## src/logic/rad_cfg.svh

```systemverilog
// offsets, field positions, substitute pattern, line id base and timing counts of the dma error block
// assumes a 20 MHz mclk and byte addresses on the avalon slave
//
// Summary of operation
// - a checker error during dma ends the operation early
// - a strobe timer runs during dma and flags a missing strobe as timeout
// - bad byte strobe combinations, or address low bit against data mode, are errors
// - wrap mode makes its own byte strobes and final flag from mode and count
// - transfer data parity error logs level 1 with position and raises level 1
// - bus timeout and internal parity in data raise level 4, line id, level 2 status
// - a dma read aborted by timeout leaves data and extended buffers unchanged
// - errors while building the control word raise level 4, log level 2, send no data
// - external type 1 error from a card at positions 1 to 3 during the data phase raises level 4 and level 2 status
// - routed positions also log into maintenance error status and raise its interrupt
// - start plus route bit plus request bit raises a direct interrupt
// - the completion read returns then clears maintenance error status
// - the completion read shows direct and maintenance status interrupts separately
// - a control word error turns it into short form and ends dma without data
// - a bad parity address is replaced by a valid pattern toward the controller
// - data mode picks odd or even start with byte swap toward the controller; count gives bytes
`ifndef RAD_CFG_SVH
`define RAD_CFG_SVH

`define RAD_OFF_CTRL 6'h00
`define RAD_OFF_ROUTE 6'h04
`define RAD_OFF_L1 6'h08
`define RAD_OFF_L2_0 6'h0C
`define RAD_OFF_L2_1 6'h10
`define RAD_OFF_L2_2 6'h14
`define RAD_OFF_L2_3 6'h18
`define RAD_OFF_MAINT 6'h1C
`define RAD_OFF_COMPL 6'h20
`define RAD_OFF_LINEID 6'h24
`define RAD_OFF_IRQST 6'h28
`define RAD_OFF_IRQMASK 6'h2C
`define RAD_OFF_DATABUF 6'h30
`define RAD_OFF_EXTBUF 6'h34

// interrupt status bits
`define RAD_IRQ_L1 0
`define RAD_IRQ_L4 1
`define RAD_IRQ_MAINT 2
`define RAD_IRQ_DIRECT 3

// level 2 status bits
`define RAD_L2_ADDRPAR 0
`define RAD_L2_TIMEOUT 1
`define RAD_L2_INTPAR 2
`define RAD_L2_IDLE 3
`define RAD_L2_EXT1 4
`define RAD_L2_STROBE 5

`define RAD_SUBST_PATTERN 16'h0000
`define RAD_LINEID_BASE 6'h10
`define RAD_CLK_NS 50
`define RAD_TMO_NS 10000
`define RAD_TMO_CYC ((`RAD_TMO_NS + `RAD_CLK_NS - 1) / `RAD_CLK_NS)

`endif

```

## src/logic/rad_dma_err_pad.sv

```systemverilog
// intentionally empty companion kept out
`timescale 1ns/1ps

```

## src/logic/rad_pkg.sv

```systemverilog
// types of the dma error block
// assumes rad_cfg.svh for numbers
package rad_pkg;
    typedef enum logic [1:0] {ST_IDLE, ST_CW, ST_DATA} rad_state_t;

    typedef struct packed {
        logic [7:0] count;
        logic [1:0] pos;
        logic forcePar;
        logic dirRead;
        logic oddMode;
        logic wrap;
        logic start;
        logic go;
    } rad_ctrl_t;

    typedef struct packed {
        logic strobe;
        logic extErr;
        logic idleErr;
        logic [1:0] ulStrobes;
        logic last;
        logic [1:0] par;
        logic [15:0] data;
    } rad_card_in_t;

    typedef struct packed {
        logic valid;
        logic ctrlWord;
        logic shortForm;
        logic last;
        logic [1:0] strobes;
        logic [15:0] data;
    } rad_ctl_bus_t;

    typedef struct packed {
        rad_state_t st;
        logic ack;
        logic [31:0] rdata;
        rad_ctrl_t ctrl;
        logic [3:0] route;
        logic [3:0] irqReq;
        logic [2:0] l1;
        logic [3:0][5:0] l2;
        logic [2:0] maint;
        logic [3:0] irqSt;
        logic [3:0] irqMask;
        logic [7:0] lineId;
        logic [15:0] dataBuf;
        logic [15:0] extBuf;
        logic [31:0] stage;
        logic [7:0] timer;
        logic [7:0] left;
        logic first;
        logic addrLsb;
        rad_card_in_t s1;
        rad_card_in_t s2;
        logic strobePrev;
        rad_ctl_bus_t ctl;
    } rad_st_t;
endpackage

```

## src/logic/rad_dma_err.sv

```systemverilog
// dma engine with error management toward the controller bus
// assumes card pins asynchronous to mclk, controller bus and avalon on mclk
//
// The implementer's own choices: the address map and the Avalon-MM slave port.
`timescale 1ns/1ps
`include "rad_cfg.svh"

module rad_dma_err
    import rad_pkg::*;
(
    // clock and reset
    input wire logic mclk,
    input wire logic rst_n,
    // avalon slave
    input wire logic [5:0] address,
    input wire logic read,
    input wire logic write,
    input wire logic [31:0] writedata,
    output logic [31:0] readdata,
    output logic waitrequest,
    // card pins
    input rad_card_in_t cardIn,
    // controller bus
    input wire logic ctlParErr,
    input wire logic [15:0] ctlRdData,
    output rad_ctl_bus_t ctlOut,
    // interrupt
    output logic irq
);
    localparam logic [7:0] TMO_CYC = 8'(`RAD_TMO_CYC);

    rad_st_t r;
    rad_st_t n;

    logic acc;
    logic stb;
    logic [15:0] word;
    logic parBad;
    logic [1:0] strobes;
    logic strobeBad;
    logic [7:0] bytes;
    logic lastX;
    logic [5:0] errv;
    logic endOp;
    logic timeout;

    assign waitrequest = (read | write) & ~r.ack;
    assign readdata = r.rdata;
    assign ctlOut = r.ctl;
    assign irq = |(r.irqSt & r.irqMask);

    always_comb begin
        n = r;
        errv = 6'h00;
        endOp = 1'b0;
        strobes = 2'b00;
        strobeBad = 1'b0;
        bytes = 8'h01;
        lastX = 1'b0;
        n.ctl.valid = 1'b0;
        n.ctrl.go = 1'b0;
        n.s1 = cardIn;
        n.s2 = r.s1;
        n.strobePrev = r.s2.strobe;
        acc = (read | write) & ~r.ack;
        n.ack = acc;
        timeout = (r.timer == TMO_CYC - 8'h01);

        // wrap mode strobes every cycle from the data buffer
        stb = r.ctrl.wrap ? 1'b1 : (r.s2.strobe & ~r.strobePrev);
        word = r.ctrl.wrap ? r.dataBuf : r.s2.data;
        // odd parity per byte
        parBad = r.ctrl.wrap ? r.ctrl.forcePar :
            (~^{r.s2.data[15:8], r.s2.par[1]}) | (~^{r.s2.data[7:0], r.s2.par[0]});

        // bus side clears come first so hardware sets below win
        if (acc && write) begin
            case (address)
                `RAD_OFF_CTRL: begin
                    if (r.st == ST_IDLE) begin
                        n.ctrl = rad_ctrl_t'(writedata[15:0]);
                    end
                end
                `RAD_OFF_ROUTE: begin
                    n.route = writedata[3:0];
                    n.irqReq = writedata[7:4];
                end
                `RAD_OFF_IRQST: n.irqSt = r.irqSt & ~writedata[3:0];
                `RAD_OFF_IRQMASK: n.irqMask = writedata[3:0];
                `RAD_OFF_DATABUF: n.dataBuf = writedata[15:0];
                `RAD_OFF_EXTBUF: n.extBuf = writedata[15:0];
                default: begin
                end
            endcase
        end
        if (acc && read) begin
            case (address)
                `RAD_OFF_CTRL: n.rdata = {(r.st != ST_IDLE), 15'h0000, r.ctrl};
                `RAD_OFF_ROUTE: n.rdata = {24'h00_0000, r.irqReq, r.route};
                `RAD_OFF_L1: begin
                    n.rdata = {29'h0000_0000, r.l1};
                    n.l1 = 3'h0;
                end
                `RAD_OFF_L2_0: begin
                    n.rdata = {26'h000_0000, r.l2[0]};
                    n.l2[0] = 6'h00;
                end
                `RAD_OFF_L2_1: begin
                    n.rdata = {26'h000_0000, r.l2[1]};
                    n.l2[1] = 6'h00;
                end
                `RAD_OFF_L2_2: begin
                    n.rdata = {26'h000_0000, r.l2[2]};
                    n.l2[2] = 6'h00;
                end
                `RAD_OFF_L2_3: begin
                    n.rdata = {26'h000_0000, r.l2[3]};
                    n.l2[3] = 6'h00;
                end
                `RAD_OFF_MAINT: n.rdata = {29'h0000_0000, r.maint};
                `RAD_OFF_COMPL: begin
                    n.rdata = {24'h00_0000, r.irqSt[`RAD_IRQ_DIRECT],
                        r.irqSt[`RAD_IRQ_MAINT], 3'h0, r.maint};
                    n.maint = 3'h0;
                end
                `RAD_OFF_LINEID: n.rdata = {24'h00_0000, r.lineId};
                `RAD_OFF_IRQST: n.rdata = {28'h000_0000, r.irqSt};
                `RAD_OFF_IRQMASK: n.rdata = {28'h000_0000, r.irqMask};
                `RAD_OFF_DATABUF: n.rdata = {16'h0000, r.dataBuf};
                `RAD_OFF_EXTBUF: n.rdata = {16'h0000, r.extBuf};
                default: n.rdata = 32'h0000_0000;
            endcase
        end

        case (r.st)
            ST_IDLE: begin
                if (r.ctrl.go) begin
                    n.st = ST_CW;
                    n.timer = 8'h00;
                    n.left = r.ctrl.count;
                    n.first = 1'b1;
                    n.stage = 32'h0000_0000;
                end
            end
            ST_CW: begin
                n.timer = r.timer + 8'h01;
                // control word errors: no data may reach the controller
                errv[`RAD_L2_INTPAR] = ctlParErr;
                errv[`RAD_L2_IDLE] = r.s2.idleErr;
                errv[`RAD_L2_TIMEOUT] = timeout & ~stb;
                if (stb) begin
                    errv[`RAD_L2_ADDRPAR] = parBad;
                    n.addrLsb = word[0];
                    n.timer = 8'h00;
                end
                if (|errv) begin
                    // short form with a valid pattern keeps the controller from timing out
                    n.ctl = '{valid: 1'b1, ctrlWord: 1'b1, shortForm: 1'b1, last: 1'b1,
                        strobes: 2'b00, data: `RAD_SUBST_PATTERN};
                    n.st = ST_IDLE;
                end else if (stb) begin
                    n.ctl = '{valid: 1'b1, ctrlWord: 1'b1, shortForm: 1'b0, last: 1'b0,
                        strobes: 2'b11, data: word};
                    n.st = ST_DATA;
                end
            end
            ST_DATA: begin
                n.timer = r.timer + 8'h01;
                if (r.ctrl.wrap) begin
                    if (r.first && r.ctrl.oddMode) begin
                        strobes = r.addrLsb ? 2'b01 : 2'b00;
                    end else if (r.left == 8'h01) begin
                        strobes = 2'b10;
                    end else begin
                        strobes = 2'b11;
                    end
                end else begin
                    strobes = r.s2.ulStrobes;
                end
                bytes = (strobes == 2'b11) ? 8'h02 : 8'h01;
                lastX = r.ctrl.wrap ? (r.left <= bytes) : r.s2.last;
                strobeBad = (strobes == 2'b00) |
                    (r.first & (r.addrLsb != r.ctrl.oddMode)) |
                    (r.first & r.ctrl.oddMode & (strobes != 2'b01));
                errv[`RAD_L2_INTPAR] = ctlParErr;
                errv[`RAD_L2_EXT1] = r.s2.extErr & (r.ctrl.pos != 2'd0);
                errv[`RAD_L2_TIMEOUT] = timeout & ~stb;
                if (stb) begin
                    n.timer = 8'h00;
                    errv[`RAD_L2_STROBE] = strobeBad;
                end
                if (stb && parBad && !(|errv)) begin
                    n.l1 = {1'b1, r.ctrl.pos};
                    n.irqSt[`RAD_IRQ_L1] = 1'b1;
                    endOp = 1'b1;
                end else if (|errv) begin
                    // buffers are only committed on a clean end
                    endOp = 1'b1;
                end else if (stb) begin
                    n.first = 1'b0;
                    n.left = r.left - bytes;
                    if (r.ctrl.dirRead) begin
                        n.stage = {r.stage[15:0], ctlRdData};
                        if (lastX) begin
                            n.dataBuf = ctlRdData;
                            n.extBuf = r.stage[15:0];
                        end
                    end else begin
                        // odd start addresses swap bytes toward the controller
                        n.ctl = '{valid: 1'b1, ctrlWord: 1'b0, shortForm: 1'b0, last: lastX,
                            strobes: strobes, data: r.ctrl.oddMode ?
                            {word[7:0], word[15:8]} : word};
                    end
                    if (lastX) begin
                        n.st = ST_IDLE;
                    end
                end
                if (endOp) begin
                    n.st = ST_IDLE;
                end
            end
            default: n.st = ST_IDLE;
        endcase

        if (|errv) begin
            n.l2[r.ctrl.pos] = n.l2[r.ctrl.pos] | errv;
            n.irqSt[`RAD_IRQ_L4] = 1'b1;
            n.lineId = {`RAD_LINEID_BASE, r.ctrl.pos};
            if (r.route[r.ctrl.pos]) begin
                // internal, type 1, type 2 classes
                n.maint = n.maint | {errv[`RAD_L2_IDLE],
                    errv[`RAD_L2_TIMEOUT] | errv[`RAD_L2_EXT1],
                    errv[`RAD_L2_ADDRPAR] | errv[`RAD_L2_INTPAR] |
                    errv[`RAD_L2_STROBE]};
                n.irqSt[`RAD_IRQ_MAINT] = 1'b1;
            end
        end
        if (r.ctrl.start && |(r.route & r.irqReq)) begin
            n.irqSt[`RAD_IRQ_DIRECT] = 1'b1;
            n.lineId = {`RAD_LINEID_BASE, 2'd0};
        end
    end

    always_ff @(posedge mclk or negedge rst_n) begin
        if (!rst_n) begin
            r <= '0;
        end else begin
            r <= n;
        end
    end
endmodule

```

## config.mk

```make
export PLATFORM = sky130hd
export DESIGN_NAME = rad_dma_err
export DESIGN_NICKNAME = d
export VERILOG_FILES = /design/src/logic/rad_dma_err_pad.sv /design/src/logic/rad_pkg.sv /design/src/logic/rad_dma_err.sv
export VERILOG_INCLUDE_DIRS = /design/src /design/src/logic
export SDC_FILE = /design/constraint.sdc
export NUM_CORES = 1
export LEC_CHECK = 0
export ABC_AREA = 1
export BUFFER_PORTS_ARGS = -buffer_cell sky130_fd_sc_hd__clkbuf_2
export CAP_MARGIN = 25
export CORE_AREA = 2 2 141 143
export CTS_CLUSTER_SIZE = 24
export DETAILED_ROUTE_END_ITERATION = 8
export DIE_AREA = 0 0 143 145
export GPL_ROUTABILITY_DRIVEN = 0
export PLACE_DENSITY = 0.81
export SYNTH_ARGS = -nofsm -noshare
export SYNTH_HDL_FRONTEND = slang
export SYNTH_SLANG_ARGS = --single-unit
```

## constraint.sdc

```tcl
create_clock -name mclk -period 8.15 [get_ports mclk]
set_input_delay 2.445 -clock mclk [delete_from_list [all_inputs] [get_ports mclk]]
set_output_delay 2.445 -clock mclk [all_outputs]
set_load 0.02 [all_outputs]
```

==> impl_metrics.tcl, run 1 <==
set metrics [dict create \
    power_frac_comb_pct 26.6 \
    cellPowerDensity_nw_per_um2 281 \
    synthCells 1445 \
    path_cells "clkbuf_2 > o21bai_1 > inv_1 > clkbuf_2" \
    yosysTopAreaCell "dfrtp_1" \
    finalHoldViolations 0 \
    drc 0 \
    regArea_sq_um 5560 \
    cts_sinks 222 \
    holdCritStartpoint "n[45]$_DFF_PN0_" \
    pwr-share-clk_pct 33.3 \
    top_usage_layer "met2" \
    swShare_pct 35.8 \
    final_area_sq_um 12600 \
    worstSetupEndpointType "output pin" \
    drt-total-wl_mm 29.6 \
    syn_area_sq_um 11400 \
    die_y_um 145 \
    ys_top_cells_by_area "dfrtp_1 (49%), nand2_1 (14%), o21ai_0 (6.7%), inv_1 (4.9%), nor2_1 (3.9%)" \
    clk_pin_slew_ns 0.05 \
    p_seq_share_pct 40.2 \
    clock_path_buffers 3 \
    nets 1584 \
    grt_max_degree 84 \
    p_leak_nw 6.54 \
    postCtsHoldBufs 0 \
    grt_use_total_pct 28.7 \
    cpMaxStageDelayCell "o21bai_1" \
    whs_endpoint "r[45]$_DFF_PN0_" \
    status "finished, final reports clean" \
    finalCritPeriodShare_pct 66.3 \
    grt_use_met3_pct 5.87 \
    ys_warn_count 0 \
    first_global_vias 9210 \
    antenna_found_initial 0 \
    setup_tns_ns 0 \
    grt_use_met2_pct 42.8 \
    yosys-top-cells-count "nand2_1 (428), dfrtp_1 (222), o21ai_0 (153)" \
    netlist.area_leader.share_pct 48.8 \
    coreArea_sq_um 19200 \
    cp.arrival_ns 2.96 \
    yosys.cell_types.count 51 \
    drt_iter0_drc 1144 \
    finalClockSkew_ns 0.0219 \
    critical_path_class "in2out" \
    nFillCells 1572 \
    async_flop_share_pct 100 \
    ir_drop_mv 0.200 \
    grt_setup_unrepaired "no" \
    critPathMostFrequentCell "clkbuf_2" \
    slew_headroom_pct 35.3 \
    gr-total-overflow 0 \
    dp_hpwl_mm 20.7 \
    power_switching_mw 1.27 \
    cts_root_buf "clkbuf_16" \
    r2r_start "r[209]$_DFFE_PN0P_" \
    cp-start-kind "input pin" \
    dieArea_sq_um 20700 \
    cts_tree "yes" \
    setup_ws_ns 2.74 \
    multi_input_area_sq_um 4660 \
    yosysMostFrequentCell "nand2_1" \
    num_rows 51 \
    drive_above_1_share_pct 12.7 \
    worst_slew_pin_slew_ns 0.969 \
    synthFlopType "dfrtp_1" \
    avgSynthCellArea_sq_um 7.88 \
    p_int_mw 2.28 \
    cap_violations 0 \
    cp.required_ns 5.71 \
    ctsResizeCount 0 \
    vias_per_cell 5.63 \
    cts_made_buffers 25 \
    io_buffers 107 \
    cts_setup_buffers 0 \
    hp-class "reg2reg" \
    critPathMaxFanout 3 \
    finalSetupViolCount 0 \
    wl_per_cell_um 16.7 \
    antenna_left 0 \
    diodes 0 \
    rr_worst_depth 14 \
    pre_cts_slack_ns 2.74 \
    place_area_sq_um 11700 \
    htree_levels 1 \
    maxSlewViolCount 0 \
    use_met1_pct 41.0 \
    grt_pass1_wl_mm 47.4 \
    num_io_pins 139 \
    reg2reg_to "r[127]$_DFF_PN0_" \
    fin_crit_ns 5.41 \
    rrSetupSlack_ns 4.11 \
    ys_ff_latch 222 \
    min_path_cells 0 \
    synth_edf_count 0 \
    area_growth_syn_to_layout_pct 10.7 \
    die_w_um 143 \
    cp_slowest_stage_delay_ns 0.17 \
    drt_first_pass_iters 6 \
    max_freq_mhz 185 \
    initial_core_util_pct 59.3 \
    insertion_delay_ns 0.54 \
    ys_seq_area_share_pct 48.8 \
    num_vias 10000 \
]
-- metal layers --
layer / routed length (um) / part of all wire (%) / up-vias
met5: 0 / 0 / -
met4: 1250 / 4.2 / 0
met3: 2840 / 9.6 / 91
met2: 13200 / 44 / 527
met1: 12400 / 42 / 4672
li1: - / - / 4729
-- stage by stage --
stage               std cells  hold WS (ns)  util (%)  total power [mW]
floorplan                1459         0.331         -              2.11
finish                   1778         0.345      65.7              3.55
global placement         1731         0.334      61.1              2.31
CTS                      1778         0.348      65.7              3.53
detailed placement       1732         0.336      61.1              2.35
global route             1778         0.355      65.7              3.73
-- power by group through the flow --
stage / combinational [mW] / clock, mW / sequential [mW]
floorplan: 0.724 / 0 / 1.39
global placement: 0.881 / 0 / 1.43
detailed placement: 0.910 / 0 / 1.44
CTS: 0.924 / 1.19 / 1.42
global route: 1.05 / 1.24 / 1.44
finish: 0.943 / 1.18 / 1.43
-- area by class of cell --
type,count,area share (%)
clock buffers,33,5.59
clock inverters,13,1.37
inverters,158,4.70
multi-input cells,973,36.9
flip-flops and latches,222,44.0
well taps,265,2.63
repair buffers,114,4.77
-- worst max-delay path by stage --
stage                     start          end  slack (ns)  cells after the start
after CTS                  read  waitrequest        2.74                      4
after global routing       read  waitrequest        2.70                      4
after floorplan            read  waitrequest        2.97                      2
after global placement     read  waitrequest        2.77                      4
after detailed placement   read  waitrequest        2.74                      4
final                      read  waitrequest        2.74                      4
-- sequential cells by signal, summed over array words and instances, names as in the netlist --
| register | count |
|---|---|
| r | 158 |
| n | 25 |
| ctlOut | 22 |
| readdata | 17 |
-- kinds of logic after synthesis --
group / synth area share [%]
AND/OR/NAND/NOR: 24.0
buffers and inverters: 10.8
AO/OA/AOI/OAI: 13.4
flip-flops: 48.8
multiplexers: 1.63
XOR/XNOR: 0.615
adder cells (fa/ha/maj): 0.835
other: 0.0329
-- cell usage in the layout, fill, tap and decap left out, types with 6 or more instances in the layout --
cell	instances
nand2_1	428
dfrtp_1	222
o21ai_0	153
inv_1	149
nor2_1	119
clkbuf_2	106
nand3_1	55
nand4_1	40
a21oi_1	34
clkbuf_16	25
o22ai_1	16
conb_1	15
a221oi_1	13
mux2_2	12
nor3_1	7
o21ai_1	7
inv_2	6
a22oi_1	6
ha_1	6
buf_4	6
-- worst max-delay path, delay by kind of cell --
family	cells	cell delay, ns
AO/OA/AOI/OAI	1	0.17
buffers and inverters	3	0.35
No activity file was read; power rests on OpenSTA's default activity.
==> run 2: changes to the inputs <==
Settings changed: CORE_AREA 2 2 141 143 to 2 2 150 152, DIE_AREA 0 0 143 145 to 0 0 152 154, PLACE_DENSITY 0.81 to 0.76.
Clock period 8.15 ns to 4.5 ns, I/O delays scaled along.
==> run 2 against run 1 <==
  * Flip-flop and latch count unchanged
  * First-iteration DRC count shrank 13%
  * Routed wire length is 1.9% higher
  * Clock power is 90% higher
  * Die area rose by 13%
  * Clock-buffer cell count fell by 5
  * Register-to-register slack lost 3.2 ns
  * Final area up 1.5%
  * Global-route usage decreased by 3.2 points
  * Sequential power up 80%
  * Critical path depth rose by 9
  * Sequential share of layout area is 0.64 points lower
  * Largest cell class unchanged
  * Largest power group unchanged
  * Highest routed layer unchanged
==> impl_metrics.tcl, run 2 (synthesis gave the netlist of run 1 again) <==
set metrics [dict create \
    p_leak_nw 6.63 \
    ir_drop_mv 0.345 \
    wl_per_cell_um 16.7 \
    critPathMaxFanout 24 \
    swShare_pct 35.0 \
    nets 1599 \
    fin_crit_ns 3.57 \
    min_path_cells 0 \
    finalClockSkew_ns 0.0328 \
    status "finished, final reports clean" \
    worst_slew_pin_slew_ns 0.882 \
    r2r_start "r[210]$_DFFE_PN0P_" \
    dieArea_sq_um 23400 \
    antenna_left 0 \
    vias_per_cell 5.55 \
    holdCritStartpoint "n[32]$_DFF_PN0_" \
    initial_core_util_pct 52.5 \
    cts_sinks 222 \
    cap_violations 0 \
    p_int_mw 4.24 \
    insertion_delay_ns 0.54 \
    max_freq_mhz 280 \
    ctsResizeCount 0 \
    cp-start-kind "flop" \
    gr-total-overflow 0 \
    die_y_um 154 \
    final_common_cell "nand2_1" \
    p_seq_share_pct 39.4 \
    pwr-share-clk_pct 34.2 \
    num_vias 10000 \
    cp.required_ns 4.93 \
    reg2reg_to "r[132]$_DFF_PN0_" \
    htree_levels 1 \
    io_buffers 107 \
    cts_tree "yes" \
    hp-class "reg2reg" \
    post-route-util_pct 59.0 \
    drt_iter0_drc 997 \
    antenna_found_initial 0 \
    rr_worst_depth 13 \
    drt-total-wl_mm 30.2 \
    finalSetupViolCount 0 \
    place_inst 1763 \
    whs_endpoint "r[32]$_DFF_PN0_" \
    slew_headroom_pct 41.0 \
    area_growth_syn_to_layout_pct 12.4 \
    drc 0 \
    postCtsHoldBufs 0 \
    maxSlewViolCount 0 \
    die_w_um 152 \
    drt_first_pass_iters 7 \
    grt_pass1_wl_mm 48.6 \
    coreArea_sq_um 21700 \
    cellPowerDensity_nw_per_um2 510 \
    finalHoldViolations 0 \
    power_frac_comb_pct 26.4 \
    critical_path_class "reg2reg" \
    cts_root_buf "clkbuf_16" \
    cp.arrival_ns 4.00 \
    cts_setup_buffers 0 \
    diodes 0 \
    num_rows 54 \
    nFillCells 1898 \
    setup_tns_ns 0 \
    grt_setup_unrepaired "no" \
    clk_pin_slew_ns 0.06 \
    power_switching_mw 2.29 \
    finalCritPeriodShare_pct 79.3 \
    clock_path_buffers 3 \
    grt_max_degree 92 \
    largest-register "r" \
    drive_above_1_share_pct 13.7 \
    cts_made_buffers 24 \
    num_io_pins 139 \
    fin_cells 1807 \
    first_global_vias 9319 \
    grt_use_total_pct 25.5 \
    dp_hpwl_mm 21.6 \
    largest_reg_flops 158 \
    worstSetupEndpointType "flop" \
    final_cell_mix "nand2_1 (428), dfrtp_1 (222), o21ai_0 (153)" \
    rrSetupSlack_ns 0.93 \
]
-- run 2: changes by cell type in the layout (fill, tap and decap cells not counted) --
cell and delta:
clkbuf_1 -3, inv_16 -1, clkbuf_16 -1, clkinv_2 -2, clkinvlp_4 +2, inv_8 -1, clkbuf_8 -1, bufinv_16 +3
clkinv_8 +1, buf_6 -1, clkinv_4 +1, buf_12 +1, buf_4 +16
-- run 2: area by class of cell --
cell class	count	area, sq um	share of cell area [%]
clock buffers	28	656	5.12
clock inverters	16	262	2.04
inverters	158	593	4.63
multi-input cells	973	4660	36.4
flip-flops and latches	222	5560	43.4
well taps	280	350	2.74
repair buffers	130	731	5.71
-- run 2: metal layers --
layer | wire length [um] | GRT usage [%] | up-vias
li1 | - | - | 4758
met1 | 13100 | 36.0 | 4714
met2 | 13500 | 39.8 | 481
met3 | 2490 | 4.43 | 80
met4 | 1190 | 9.39 | 0
met5 | 0 | 0 | -
-- run 2: worst max path at each step --
| stage | start | endpoint | slack (ns) |
|---|---|---|---|
| floorplan | read | waitrequest | 1.51 |
| global placement | address[3] | readdata[0]$_DFFE_PN0P_ | 0.99 |
| detailed placement | address[3] | readdata[0]$_DFFE_PN0P_ | 0.94 |
| CTS | r[210]$_DFFE_PN0P_ | r[132]$_DFF_PN0_ | 1.00 |
| global route | r[75]$_DFFE_PN0P_ | r[125]$_DFF_PN0_ | 0.70 |
| finish | r[210]$_DFFE_PN0P_ | r[132]$_DFF_PN0_ | 0.93 |
-- run 2: through the flow --
stage | worst slack, ns | instance area [sq um] | power (mW) | hold slack [ns]
after floorplan | 1.51 | 11400 | 3.83 | 0.331
after global placement | 0.990 | 11900 | 4.21 | 0.334
after detailed placement | 0.938 | 11900 | 4.27 | 0.336
after CTS | 1.00 | 12800 | 6.52 | 0.348
after global routing | 0.701 | 12800 | 6.88 | 0.358
final | 0.931 | 12800 | 6.53 | 0.348
-- run 2: worst max-delay path: stages (launching register included) --
cell and delay [ns]:
dfrtp_1 0.50, buf_4 0.29, a31oi_4 0.11, o21ai_2 0.09, nand2_1 0.08, nand2_1 0.13, ha_1 0.21, fa_1 0.24
nand2_1 0.12, a211o_1 0.33, o21ai_0 0.19, nand4_2 0.56, buf_4 0.44, o21a_1 0.20
-- run 2: power groups by stage --
stage | Combinational (mW) | Clock, mW | Sequential (mW)
after floorplan | 1.31 | 0 | 2.52
after global placement | 1.63 | 0 | 2.58
final | 1.72 | 2.24 | 2.57
after global routing | 1.92 | 2.34 | 2.61
after detailed placement | 1.68 | 0 | 2.59
after CTS | 1.70 | 2.26 | 2.56
==> run 3: changes to the inputs <==
Settings changed: CORE_AREA 2 2 150 152 to 2 2 142 144, DIE_AREA 0 0 152 154 to 0 0 144 146, PLACE_DENSITY 0.76 to 0.8.
Clock period 4.5 ns to 3.74 ns, I/O delays scaled along.
==> run 3 against run 2 <==
  * Final area barely moved
  * Critical path depth rose by 1
  * Global-route usage rose by 3.5 points
  * Critical endpoint is now r[134]$_DFF_PN0_
  * Largest power group unchanged
==> impl_metrics.tcl, run 3 (synthesis gave the netlist of run 1 again) <==
set metrics [dict create \
    worst_slew_pin_slew_ns 0.707 \
    cts_tree "yes" \
    wl_met1_mm 12.7 \
    grt_max_degree 90 \
    route.top_layer_used "met5" \
    finalClockSkew_ns 0.00610 \
    cp_num_buf_inv 1 \
    finalSetupViolCount 0 \
    cts_setup_buffers 0 \
    ir_drop_mv 0.381 \
    cp.required_ns 4.15 \
    cp_slowest_stage_delay_ns 0.50 \
    slew_headroom_pct 52.8 \
    drc 0 \
    critical_path_class "reg2reg" \
    num_io_pins 139 \
    crit_cells 14 \
    initial_core_util_pct 58.9 \
    antenna_found_initial 1 \
    setup_tns_ns 0 \
    drt_first_pass_iters 6 \
    finalCritPeriodShare_pct 88.6 \
    whs_ns 0.347 \
    die_w_um 144 \
    grt_pass1_wl_mm 48.4 \
    cts_root_buf "clkbuf_16" \
    crit_family "simple AND/OR/NAND/NOR gates" \
    cap_violations 0 \
    insertion_delay_ns 0.52 \
    cts_sinks 222 \
    num_rows 51 \
    critPathMostFrequentCell "nand2_1" \
    gr-total-overflow 0 \
    hp-class "reg2reg" \
    cts_made_buffers 24 \
    largest_reg_flops 158 \
    wl_per_cell_um 16.7 \
    wl_met3_mm 2.80 \
    maxSlewViolCount 0 \
    max_freq_mhz 302 \
    cpMaxStageDelayCell "dfrtp_1" \
    grt_use_total_pct 29.0 \
    largest-register "r" \
    postCtsHoldBufs 0 \
    status "finished, final reports clean" \
    cp-start-kind "flop" \
    num_vias 10000 \
    area_growth_syn_to_layout_pct 12.5 \
    dp_hpwl_mm 21.6 \
    finalHoldViolations 0 \
    coreArea_sq_um 19300 \
    clk_pin_slew_ns 0.06 \
    drt-total-wl_mm 30.1 \
    rrSetupSlack_ns 0.43 \
    min_path_cells 0 \
    fin_crit_ns 3.31 \
    critPathMaxFanout 64 \
    antenna_left 0 \
    die_y_um 146 \
    htree_levels 1 \
    grt_setup_unrepaired "no" \
    diodes 0 \
    final_common_cell "nand2_1" \
    path_cells "nand2_1 > nand3_1 > o21ai_2 > nand2_1 > nand2_1 > ha_1 > fa_1 > nand2_1 > a211o_1 > o21ai_0 > nand4_2 > buf_4 > nand3_1 > o21a_1" \
    rr_worst_depth 14 \
    io_buffers 107 \
    drt_iter0_drc 1183 \
    p_leak_nw 6.67 \
    cellPowerDensity_nw_per_um2 601 \
    clock_path_buffers 3 \
    drive_above_1_share_pct 14.0 \
    nets 1610 \
    dr_wl_met2_mm 13.3 \
    final_cell_mix "nand2_1 (428), dfrtp_1 (222), o21ai_0 (153)" \
    ctsResizeCount 0 \
    cp.arrival_ns 3.72 \
    first_global_vias 9267 \
    worstSetupEndpointType "flop" \
    dieArea_sq_um 21000 \
    vias_per_cell 5.56 \
]
-- run 3: layout make-up --
| class | count | area (sq um) |
|---|---|---|
| fill | 1622 | 6520 |
| sequential | 222 | 5560 |
| multi-input combinational | 973 | 4660 |
| timing repair buffer | 141 | 826 |
| clock buffer | 36 | 727 |
| inverter | 158 | 593 |
| tap | 265 | 332 |
| clock inverter | 8 | 125 |
-- run 3: metal layers --
metal / up-vias / track usage [%]
li1: 4779 / -
met1: 4657 / 42.7
met2: 500 / 43.1
met3: 87 / 4.77
met4: 2 / 11.1
met5: - / 0
-- run 3: power by group --
group / switching (mW) / internal, mW / leakage [nW]
logic: 1.47 / 0.636 / 3.51
registers: 0.283 / 2.82 / 2.75
clock network: 0.949 / 1.55 / 0.416
-- run 3: worst paths after layout --
check / start / end
worst max register to register: r[210]$_DFFE_PN0P_ / r[134]$_DFF_PN0_
min in group asynchronous: rst_n / r[96]$_DFFE_PN0P_
worst min register to register: n[39]$_DFF_PN0_ / r[39]$_DFF_PN0_
worst max-delay path: r[210]$_DFFE_PN0P_ / r[134]$_DFF_PN0_
worst min-delay path: n[39]$_DFF_PN0_ / r[39]$_DFF_PN0_
max in group asynchronous: rst_n / ctlOut[1]$_DFFE_PN0P_
-- run 3: per-stage QoR --
stage	area, sq um	std cells	setup WS [ns]	util, %	power (mW)
floorplan	11400	1459	1.05	-	4.60
global placement	12000	1759	0.524	61.9	5.08
detailed placement	12000	1759	0.457	61.9	5.18
CTS	12800	1803	0.502	66.3	7.69
global route	12800	1803	0.218	66.3	8.14
finish	12800	1803	0.427	66.3	7.70
